<file path="config.mk">
export PLATFORM = sky130hd
export DESIGN_NAME = pwdr_top
export DESIGN_NICKNAME = d
export VERILOG_FILES = /design/src/rtl/pwdr_top.v
export VERILOG_INCLUDE_DIRS = /design/src /design/src/rtl
export SDC_FILE = /design/constraint.sdc
export NUM_CORES = 1
export LEC_CHECK = 0
export ABC_CLOCK_PERIOD_IN_PS = 1800
export BUFFER_PORTS_ARGS = -buffer_cell sky130_fd_sc_hd__buf_2
export CAP_MARGIN = 5
export CORE_MARGIN = 2
export CORE_UTILIZATION = 47
export DETAILED_ROUTE_END_ITERATION = 6
export PLACE_DENSITY = 0.75
export SYNTH_ARGS = -nofsm -noshare
export SYNTH_HDL_FRONTEND = slang
export SYNTH_SLANG_ARGS = --single-unit
</file>
<file path="constraint.sdc">
create_clock -name clk -period 1.8 [get_ports clk]
set_input_delay 0.36 -clock clk [delete_from_list [all_inputs] [get_ports clk]]
set_output_delay 0.36 -clock clk [all_outputs]
set_load 0.01 [all_outputs]
</file>
<file path="src/rtl/pwdr_consts.vh">
// How it works
// - Upper six bits and lower eight bits form one 14-bit duty value; both halves are write-only, the value reads back at the duty register.
// - The 14-bit value sets high time within each generated waveform cycle.
// - An upper write latches its six bits and the staged lower byte into the generator.
// - Reading either data register returns 32'h0000_00ff.
// - Reset loads the pair with the low 14 bits of 16'hc000, all zero; unused upper bits of the duty readback read as zero.
`ifndef PWDR_CONSTS_VH
`define PWDR_CONSTS_VH
`define PWDR_ADDR_UPPER   12'h000
`define PWDR_ADDR_LOWER   12'h004
`define PWDR_ADDR_DUTY    12'h008
`define PWDR_ADDR_CTRL    12'h00c
`define PWDR_RESET_VALUE  16'hc000
`define PWDR_READ_ONES    32'h0000_00ff
`define PWDR_UPPER_LSB    8
`define PWDR_UPPER_W      6
`define PWDR_LOWER_W      8
`define PWDR_DUTY_W       14
`define PWDR_PERIOD_DEF   14'h3fff
`define PWDR_CTRL_EN_BIT  0
`define PWDR_CTRL_PEND_BIT 1
`endif

</file>
<file path="src/rtl/pwdr_top.v">
// Design decisions made here: the APB register port and the register offsets.
`timescale 1ns/1ns
`include "pwdr_consts.vh"
module pwdr_top #(
    parameter ADDR_W = 12
) (
    // Clock and reset
    input  wire              clk,
    input  wire              sys_rst,
    // APB slave
    input  wire              psel,
    input  wire              penable,
    input  wire              pwrite,
    input  wire [ADDR_W-1:0] paddr,
    input  wire [31:0]       pwdata,
    input  wire [3:0]        pstrb,
    output reg  [31:0]       prdata,
    output reg               pready,
    output reg               pslverr,
    // Waveform output
    output reg               pwm_out,
    output reg  [13:0]       duty_value
);

    // One-hot handshake states
    localparam [3:0] ST_IDLE   = 4'b0001;
    localparam [3:0] ST_SETUP  = 4'b0010;
    localparam [3:0] ST_ANSWER = 4'b0100;
    localparam [3:0] ST_DRAIN  = 4'b1000;

    // Handshake
    reg  [3:0]  state_r;
    reg  [3:0]  state_nxt;
    reg         ready_nxt;
    reg         err_nxt;
    reg  [31:0] rdata_nxt;

    // Address decode
    reg         sel_upper;
    reg         sel_lower;
    reg         sel_duty;
    reg         sel_ctrl;
    reg         sel_none;

    // Register storage
    reg  [7:0]  lower_stage_r;
    reg  [7:0]  lower_stage_nxt;
    reg  [13:0] duty_r;
    reg  [13:0] duty_nxt;
    reg         pend_r;
    reg         pend_nxt;
    reg         run_r;
    reg         run_nxt;

    // Readback words
    reg  [31:0] duty_word;
    reg  [31:0] ctrl_word;

    // Waveform
    reg  [13:0] cnt_r;
    reg  [13:0] cnt_nxt;
    reg         pwm_nxt;

    // Constants at their working widths
    wire [15:0] reset_word  = `PWDR_RESET_VALUE;
    wire [13:0] reset_duty  = reset_word[`PWDR_DUTY_W-1:0];
    wire [13:0] period_last = `PWDR_PERIOD_DEF;
    wire [31:0] read_ones   = `PWDR_READ_ONES;

    // Bus qualifiers
    wire        in_setup  = psel && !penable;
    wire        in_access = psel && penable;
    // Writes land on the edge where pready is seen high, so the master sees them at once
    wire        wr_commit = pready && in_access && pwrite && pstrb[0];
    wire        wr_upper  = wr_commit && sel_upper;
    wire        wr_lower  = wr_commit && sel_lower;
    wire        wr_ctrl   = wr_commit && sel_ctrl;

    // Address decode
    always @* begin
        sel_upper = 1'b0;
        sel_lower = 1'b0;
        sel_duty  = 1'b0;
        sel_ctrl  = 1'b0;
        sel_none  = 1'b0;
        if (paddr == `PWDR_ADDR_UPPER) begin
            sel_upper = 1'b1;
        end else if (paddr == `PWDR_ADDR_LOWER) begin
            sel_lower = 1'b1;
        end else if (paddr == `PWDR_ADDR_DUTY) begin
            sel_duty = 1'b1;
        end else if (paddr == `PWDR_ADDR_CTRL) begin
            sel_ctrl = 1'b1;
        end else begin
            sel_none = 1'b1;
        end
    end

    // One wait state: answer one cycle after the access phase starts
    always @* begin
        state_nxt = ST_IDLE;
        case (state_r)
            ST_IDLE: begin
                if (in_access) begin
                    state_nxt = ST_ANSWER;
                end else if (in_setup) begin
                    state_nxt = ST_SETUP;
                end else begin
                    state_nxt = ST_IDLE;
                end
            end
            ST_SETUP: begin
                if (in_access) begin
                    state_nxt = ST_ANSWER;
                end else if (in_setup) begin
                    state_nxt = ST_SETUP;
                end else begin
                    state_nxt = ST_IDLE;
                end
            end
            ST_ANSWER: begin
                state_nxt = ST_DRAIN;
            end
            ST_DRAIN: begin
                // Access still held after the answer: never answer twice
                if (in_access) begin
                    state_nxt = ST_DRAIN;
                end else if (in_setup) begin
                    state_nxt = ST_SETUP;
                end else begin
                    state_nxt = ST_IDLE;
                end
            end
            default: begin
                state_nxt = ST_IDLE;
            end
        endcase
    end

    always @* begin
        duty_word = 32'h0000_0000;
        duty_word[`PWDR_DUTY_W-1:0] = duty_r;
    end

    always @* begin
        ctrl_word = 32'h0000_0000;
        ctrl_word[`PWDR_CTRL_EN_BIT]   = run_r;
        ctrl_word[`PWDR_CTRL_PEND_BIT] = pend_r;
    end

    always @* begin
        ready_nxt = 1'b0;
        err_nxt   = 1'b0;
        rdata_nxt = 32'h0000_0000;
        if (state_nxt == ST_ANSWER) begin
            ready_nxt = 1'b1;
            err_nxt   = sel_none;
            if (!pwrite) begin
                if (sel_upper || sel_lower) begin
                    rdata_nxt = read_ones;
                end else if (sel_duty) begin
                    rdata_nxt = duty_word;
                end else if (sel_ctrl) begin
                    rdata_nxt = ctrl_word;
                end else begin
                    rdata_nxt = 32'h0000_0000;
                end
            end
        end
    end

    always @* begin
        lower_stage_nxt = lower_stage_r;
        if (wr_lower) begin
            lower_stage_nxt = pwdata[`PWDR_LOWER_W-1:0];
        end
    end

    // Pending flag: a lower and an upper write never share one edge
    always @* begin
        pend_nxt = pend_r;
        if (wr_lower) begin
            pend_nxt = 1'b1;
        end else if (wr_upper) begin
            pend_nxt = 1'b0;
        end
    end

    // Upper write carries the staged byte along
    always @* begin
        duty_nxt = duty_r;
        if (wr_upper) begin
            duty_nxt[`PWDR_DUTY_W-1:`PWDR_UPPER_LSB] = pwdata[`PWDR_UPPER_W-1:0];
            duty_nxt[`PWDR_UPPER_LSB-1:0]            = lower_stage_r;
        end
    end

    always @* begin
        run_nxt = run_r;
        if (wr_ctrl) begin
            run_nxt = pwdata[`PWDR_CTRL_EN_BIT];
        end
    end

    // Fixed period; new duty takes hold at once, a glitch-free reload was traded for size
    always @* begin
        if (cnt_r == period_last) begin
            cnt_nxt = 14'h0000;
        end else begin
            cnt_nxt = cnt_r + 14'h0001;
        end
    end

    always @* begin
        pwm_nxt = run_r && (cnt_r < duty_r);
    end

    always @(posedge clk) begin
        if (sys_rst) begin
            state_r <= ST_IDLE;
        end else begin
            state_r <= state_nxt;
        end
    end

    always @(posedge clk) begin
        if (sys_rst) begin
            pready <= 1'b0;
        end else begin
            pready <= ready_nxt;
        end
    end

    always @(posedge clk) begin
        if (sys_rst) begin
            pslverr <= 1'b0;
        end else begin
            pslverr <= err_nxt;
        end
    end

    always @(posedge clk) begin
        if (sys_rst) begin
            prdata <= 32'h0000_0000;
        end else begin
            prdata <= rdata_nxt;
        end
    end

    always @(posedge clk) begin
        if (sys_rst) begin
            lower_stage_r <= reset_duty[`PWDR_LOWER_W-1:0];
        end else begin
            lower_stage_r <= lower_stage_nxt;
        end
    end

    always @(posedge clk) begin
        if (sys_rst) begin
            duty_r <= reset_duty;
        end else begin
            duty_r <= duty_nxt;
        end
    end

    always @(posedge clk) begin
        if (sys_rst) begin
            pend_r <= 1'b0;
        end else begin
            pend_r <= pend_nxt;
        end
    end

    always @(posedge clk) begin
        if (sys_rst) begin
            run_r <= 1'b1;
        end else begin
            run_r <= run_nxt;
        end
    end

    always @(posedge clk) begin
        if (sys_rst) begin
            cnt_r <= 14'h0000;
        end else begin
            cnt_r <= cnt_nxt;
        end
    end

    always @(posedge clk) begin
        if (sys_rst) begin
            pwm_out <= 1'b0;
        end else begin
            pwm_out <= pwm_nxt;
        end
    end

    always @(posedge clk) begin
        if (sys_rst) begin
            duty_value <= reset_duty;
        end else begin
            duty_value <= duty_r;
        end
    end

endmodule

</file>
==> impl_metrics.ini, run 1 <==
[sta]
finClkSkew_ns = 0.00888
slew_violations = 0
post-route-period-util = 0.900
max_freq_mhz = 617
rsz0062_at_grt = no
finalSetupViolations = 0
worst_hold_slack_ns = 0.204
min_period_ns = 1.62
finalHoldViolations = 0

[synthesis]
synth_cells = 325
avgSynthCellArea_sq_um = 9.52
synth_area_leaders = dfxtp_1 (47%), ha_1 (5.7%), buf_4 (4.6%), nor2_1 (3.6%), mux2i_1 (3.6%)
synth_warnings = 0
yosysSeqAreaShare = 0.472
synth_edf_count = 0
synth_seq_cells = 73
async_flop_share = 0
synth_flop_cell = dfxtp_1
yosysTopAreaCell = dfxtp_1
yosysUniqueCellTypes = 49
synth_area_sq_um = 3090
synth_top_area_share = 0.472

[power]
cellPowerDensity_nw_per_um2 = 884
total_leakage_power_uw = 0.00153
peakVddDrop_mv = 0.627

[worst_hold_path]
min_path_type = input pin to flop

[clock_tree]
h-tree-depth = 3
cts_tree = done
cts_max_path_buffers = 2
cts.sink_count = 73
path_clk_slew_ns = 0.08
cts_resized = 0
cts_root_buffer = clkbuf_8
clkLatencyLatePin_ns = 0.35
cts_setup_buffers = 0
cts_inserted_buffers = 9
holdBufCountCts = 0

[drt]
drtPass1Iterations = 4
drtIter0Drc = 126
wl_per_cell_um = 13.7
vias = 2407
ant_nets = 0
drt-total-wl_um = 6430
vias_per_cell = 5.12
drc_errors = 0

[worst_setup_path]
critPathBufInv = 0
path_class = flop to flop
cpMaxStageDelayCell = or3b_4
worstPathRequired_ns = 2.10
path_cells = xor2_1, and3_1, or3b_4, and2b_1
cp-end-kind = flop
crit_path_start_kind = flop
worst-path-max-fanout = 14
arrival_ns = 1.92
max_stage_delay_ns = 0.50
crit_family = simple AND/OR/NAND/NOR gates

[placed_design]
placed_area_sq_um = 3410
hpwl_um = 4740
portBuffers = 56
place.gp.congestion = 0.802

[grt]
grt_max_degree = 27
grtUsageTotal = 0.184
grt_pass1_vias = 2187
grt_pass1_wl_um = 10400
antenna_found_initial = 0
grt-ovfl-total = 0

[layout]
antenna_cells = 0
area_growth_pct = 17.5
drive_gt1_frac = 0.242
nets = 455
n_fill_cell = 569
fin_util = 0.572
fin_area_sq_um = 3630

[floorplan]
die-height_um = 85.1
num_rows = 29
start_util = 0.487
design.core.area_sq_um = 6350
die_w_um = 85.1
ios = 102
die_area_sq_um = 7250

[status]
outcome = finished, final reports clean

[job]
cap_violations = 0
stage by stage:
stage          std cells  TNS (ns)  setup WS [ns]  power, uW
3_3_place_gp         454   -0.0135        -0.0135       1840
6_report             470         0          0.180       3210
4_1_cts              470         0          0.192       3240
3_5_place_dp         454    -0.356        -0.0693       1840
2_1_floorplan        342         0          0.162       1800
5_1_grt              470         0         0.0944       3330
placed cells by master (no fill, tap or decap), types with 3 or more instances in the layout:
cell	instances
dfxtp_1	73
buf_2	56
nor2_1	30
nand2_1	23
conb_1	18
inv_1	17
o21ai_0	15
o31ai_1	14
ha_1	14
buf_4	12
mux2i_1	11
o21ai_1	10
clkbuf_8	10
a21oi_1	8
nand4_1	8
xor2_1	6
nor2b_1	6
nor3_2	6
and3_1	5
xnor2_1	5
nand3_1	3
and2_1	3
nor3_1	3
cell usage after synthesis, drive strengths merged, types with 2 or more instances:
cell type / instances
ha: 14
a211oi: 2
xor2: 6
nor2: 30
nand2: 23
o21a: 2
nor4: 3
inv: 17
nand3: 3
mux2i: 11
buf: 23
nor2b: 6
nand4: 9
and2: 3
or3: 2
o21ai: 25
nand2b: 2
o211ai: 2
clkbuf: 10
dfxtp: 73
a21oi: 8
xnor2: 5
nor3: 9
o41ai: 2
o31ai: 14
o2111ai: 2
and3: 5
and2b: 2
worst register-to-register path, cell delays in order, from the launching register on:
cell and delay [ns]:
dfxtp_1 0.38, xor2_1 0.25, and3_1 0.23, or3b_4 0.50, and2b_1 0.22
state kept, by name, summed over array words and instances, names as in the netlist:
signal / flops
cnt_r: 14
duty_r: 14
duty_value: 14
prdata: 14
lower_stage_r: 8
state_r: 4
pend_r: 1
pready: 1
pslverr: 1
pwm_out: 1
run_r: 1
power breakdown:
part | internal (uW) | leakage [uW] | switching (uW)
sequential | 1630 | 0.000589 | 11.0
combinational | 63.8 | 0.000832 | 104
clock | 822 | 0.000107 | 585
total | 2510 | 0.00153 | 700
kinds of logic (layout without fill, tap and decap cells):
group / count (synthesis) / in the layout / synth area share
buffers and inverters: 51 / 102 / 0.0902
other: 1 / 18 / 0.00121
xor gates and xnor gates: 11 / 11 / 0.0311
and+or+nand+nor: 103 / 103 / 0.185
AOI/OAI and AO/OA: 61 / 61 / 0.128
adders and majority gates: 14 / 14 / 0.0566
DFF: 73 / 73 / 0.472
muxes: 11 / 11 / 0.0356
area by class of cell:
type | count | area [sq um] | share of cell area
clock buffer | 12 | 145 | 0.0399
clock inverter | 4 | 76.3 | 0.0210
inverter | 18 | 67.6 | 0.0186
multi-input combinational | 218 | 1420 | 0.390
sequential | 73 | 1460 | 0.402
tap | 77 | 96.3 | 0.0265
timing repair buffer | 68 | 370 | 0.102
layer usage:
metal | wire length, um | GRT usage
met5 | 0 | 0
met4 | 91 | 0.0693
met3 | 453 | 0.0554
met2 | 3070 | 0.291
met1 | 2810 | 0.237
final timing paths:
check             slack (ns)  cells after the start              from          endpoint
setup / recovery        0.18                      4        state_r[1]         prdata[7]
hold reg to reg         0.47                      2  lower_stage_r[7]  lower_stage_r[7]
hold / removal          0.20                      2           penable        state_r[1]
setup reg to reg        0.18                      4        state_r[1]         prdata[7]
No activity file was read; power rests on OpenSTA's default activity.
==> run 2: changes to the inputs <==
==> constraint.sdc (replaced) <==
create_clock -name clk -period 1.8 [get_ports clk]
set_input_delay 0.27 -clock clk [delete_from_list [all_inputs] [get_ports clk]]
set_output_delay 0.27 -clock clk [all_outputs]
set_load 0.01 [all_outputs]
==> impl_metrics.ini, run 2 (synthesis gave the netlist of run 1 again) <==
[drt]
ant_nets = 0
vias_per_cell = 5.15
drtIter0Drc = 180
drt-total-wl_um = 6520
wl_per_cell_um = 13.9
drtPass1Iterations = 5
drc_errors = 0
vias = 2419

[clock_tree]
cts_max_path_buffers = 2
cts_root_buffer = clkbuf_8
path_clk_slew_ns = 0.07
cts_setup_buffers = 0
cts_inserted_buffers = 9
cts_resized = 0
holdBufCountCts = 0
cts.sink_count = 73
cts_tree = done
clkLatencyLatePin_ns = 0.35
h-tree-depth = 3

[floorplan]
ios = 102
design.core.area_sq_um = 6350
start_util = 0.487
num_rows = 29
die_area_sq_um = 7250
die-height_um = 85.1
die_w_um = 85.1

[placed_design]
placed_area_sq_um = 3410
pre_cts_ws_ns = 0.0394
portBuffers = 56
hpwl_um = 4740
post-place-cells = 453
place.gp.congestion = 0.869

[worst_setup_path]
arrival_ns = 1.92
crit_path_start_kind = flop
cp-end-kind = flop
path_class = flop to flop
critPathBufInv = 0
crit_family = simple AND/OR/NAND/NOR gates
cpMaxStageDelayCell = or3b_4
path_cells = xor2_1, and3_1, or3b_4, and2b_1
worstPathRequired_ns = 2.09
worst-path-max-fanout = 14
max_stage_delay_ns = 0.50
reg2reg_slack_ns = 0.17

[sta]
layout_setup_ws_ns = 0.175
finalHoldViolations = 0
rsz0062_at_grt = no
post-route-period-util = 0.903
slew_violations = 0
fin_tns_setup_ns = 0
finClkSkew_ns = 0.0110
finalSetupViolations = 0
max_freq_mhz = 615
min_period_ns = 1.63
worst_hold_slack_ns = 0.113

[layout]
nets = 455
final_cells = 470
mostFrequentLayoutCells = dfxtp_1 (73), buf_2 (56), nor2_1 (30), nand2_1 (23), conb_1 (18)
layout_commonest_cell = dfxtp_1
antenna_cells = 0
drive_gt1_frac = 0.247
fin_area_sq_um = 3650
area_growth_pct = 18.0

[status]
outcome = finished, final reports clean

[worst_hold_path]
min_path_type = input pin to flop

[power]
peakVddDrop_mv = 0.463
seqPwrFrac = 0.498
cellPowerDensity_nw_per_um2 = 901
pwr-share-comb = 0.051
total_leakage_power_uw = 0.00154
swShare = 0.215
p_int_uw = 2580
p_sw_uw = 707
pwr-share-clk = 0.451

[grt]
grt-ovfl-total = 0
grt_max_degree = 27
grt_pass1_vias = 2303
grt_pass1_wl_um = 10900
grtUsageTotal = 0.191
antenna_found_initial = 0

[job]
cap_violations = 0
==> run 2: cell count changes in the layout (fill, tap and decap cells not counted), sizes merged <==
cell      change
clkinvlp      -1
clkinv        +1
==> run 2: final cells by class <==
cell class	count	area, sq um
sequential	73	1460
clock buffer	12	165
inverter	18	67.6
clock inverter	4	73.8
fill	554	2700
multi-input combinational	218	1420
tap	77	96.3
timing repair buffer	68	370
==> run 2: worst paths after layout <==
check                    from          endpoint  cells past startpoint
min                   penable        state_r[1]                      2
max reg2reg        state_r[1]         prdata[7]                      4
max                state_r[1]         prdata[7]                      4
min reg2reg  lower_stage_r[7]  lower_stage_r[7]                      2
==> run 2: power groups by stage <==
stage / sequential [uW] / combinational (uW) / clock, uW
after floorplan: 1680 / 128 / 0
after global placement: 1680 / 162 / 0
after detailed placement: 1680 / 166 / 0
after CTS: 1640 / 167 / 1510
after global routing: 1640 / 187 / 1580
final: 1640 / 167 / 1490
==> run 2: stage by stage <==
| stage | total power (uW) | utilization |
|---|---|---|
| floorplan | 1800 | - |
| global placement | 1840 | 0.536 |
| detailed placement | 1840 | 0.536 |
| CTS | 3320 | 0.574 |
| global route | 3410 | 0.575 |
| finish | 3290 | 0.575 |
==> run 2: layer usage <==
metal | wire length (um) | GRT usage | share of wire
met5 | 0 | 0 | 0
met4 | 87 | 0.0707 | 0.013
met3 | 480 | 0.0613 | 0.074
met2 | 3060 | 0.305 | 0.47
met1 | 2890 | 0.243 | 0.44
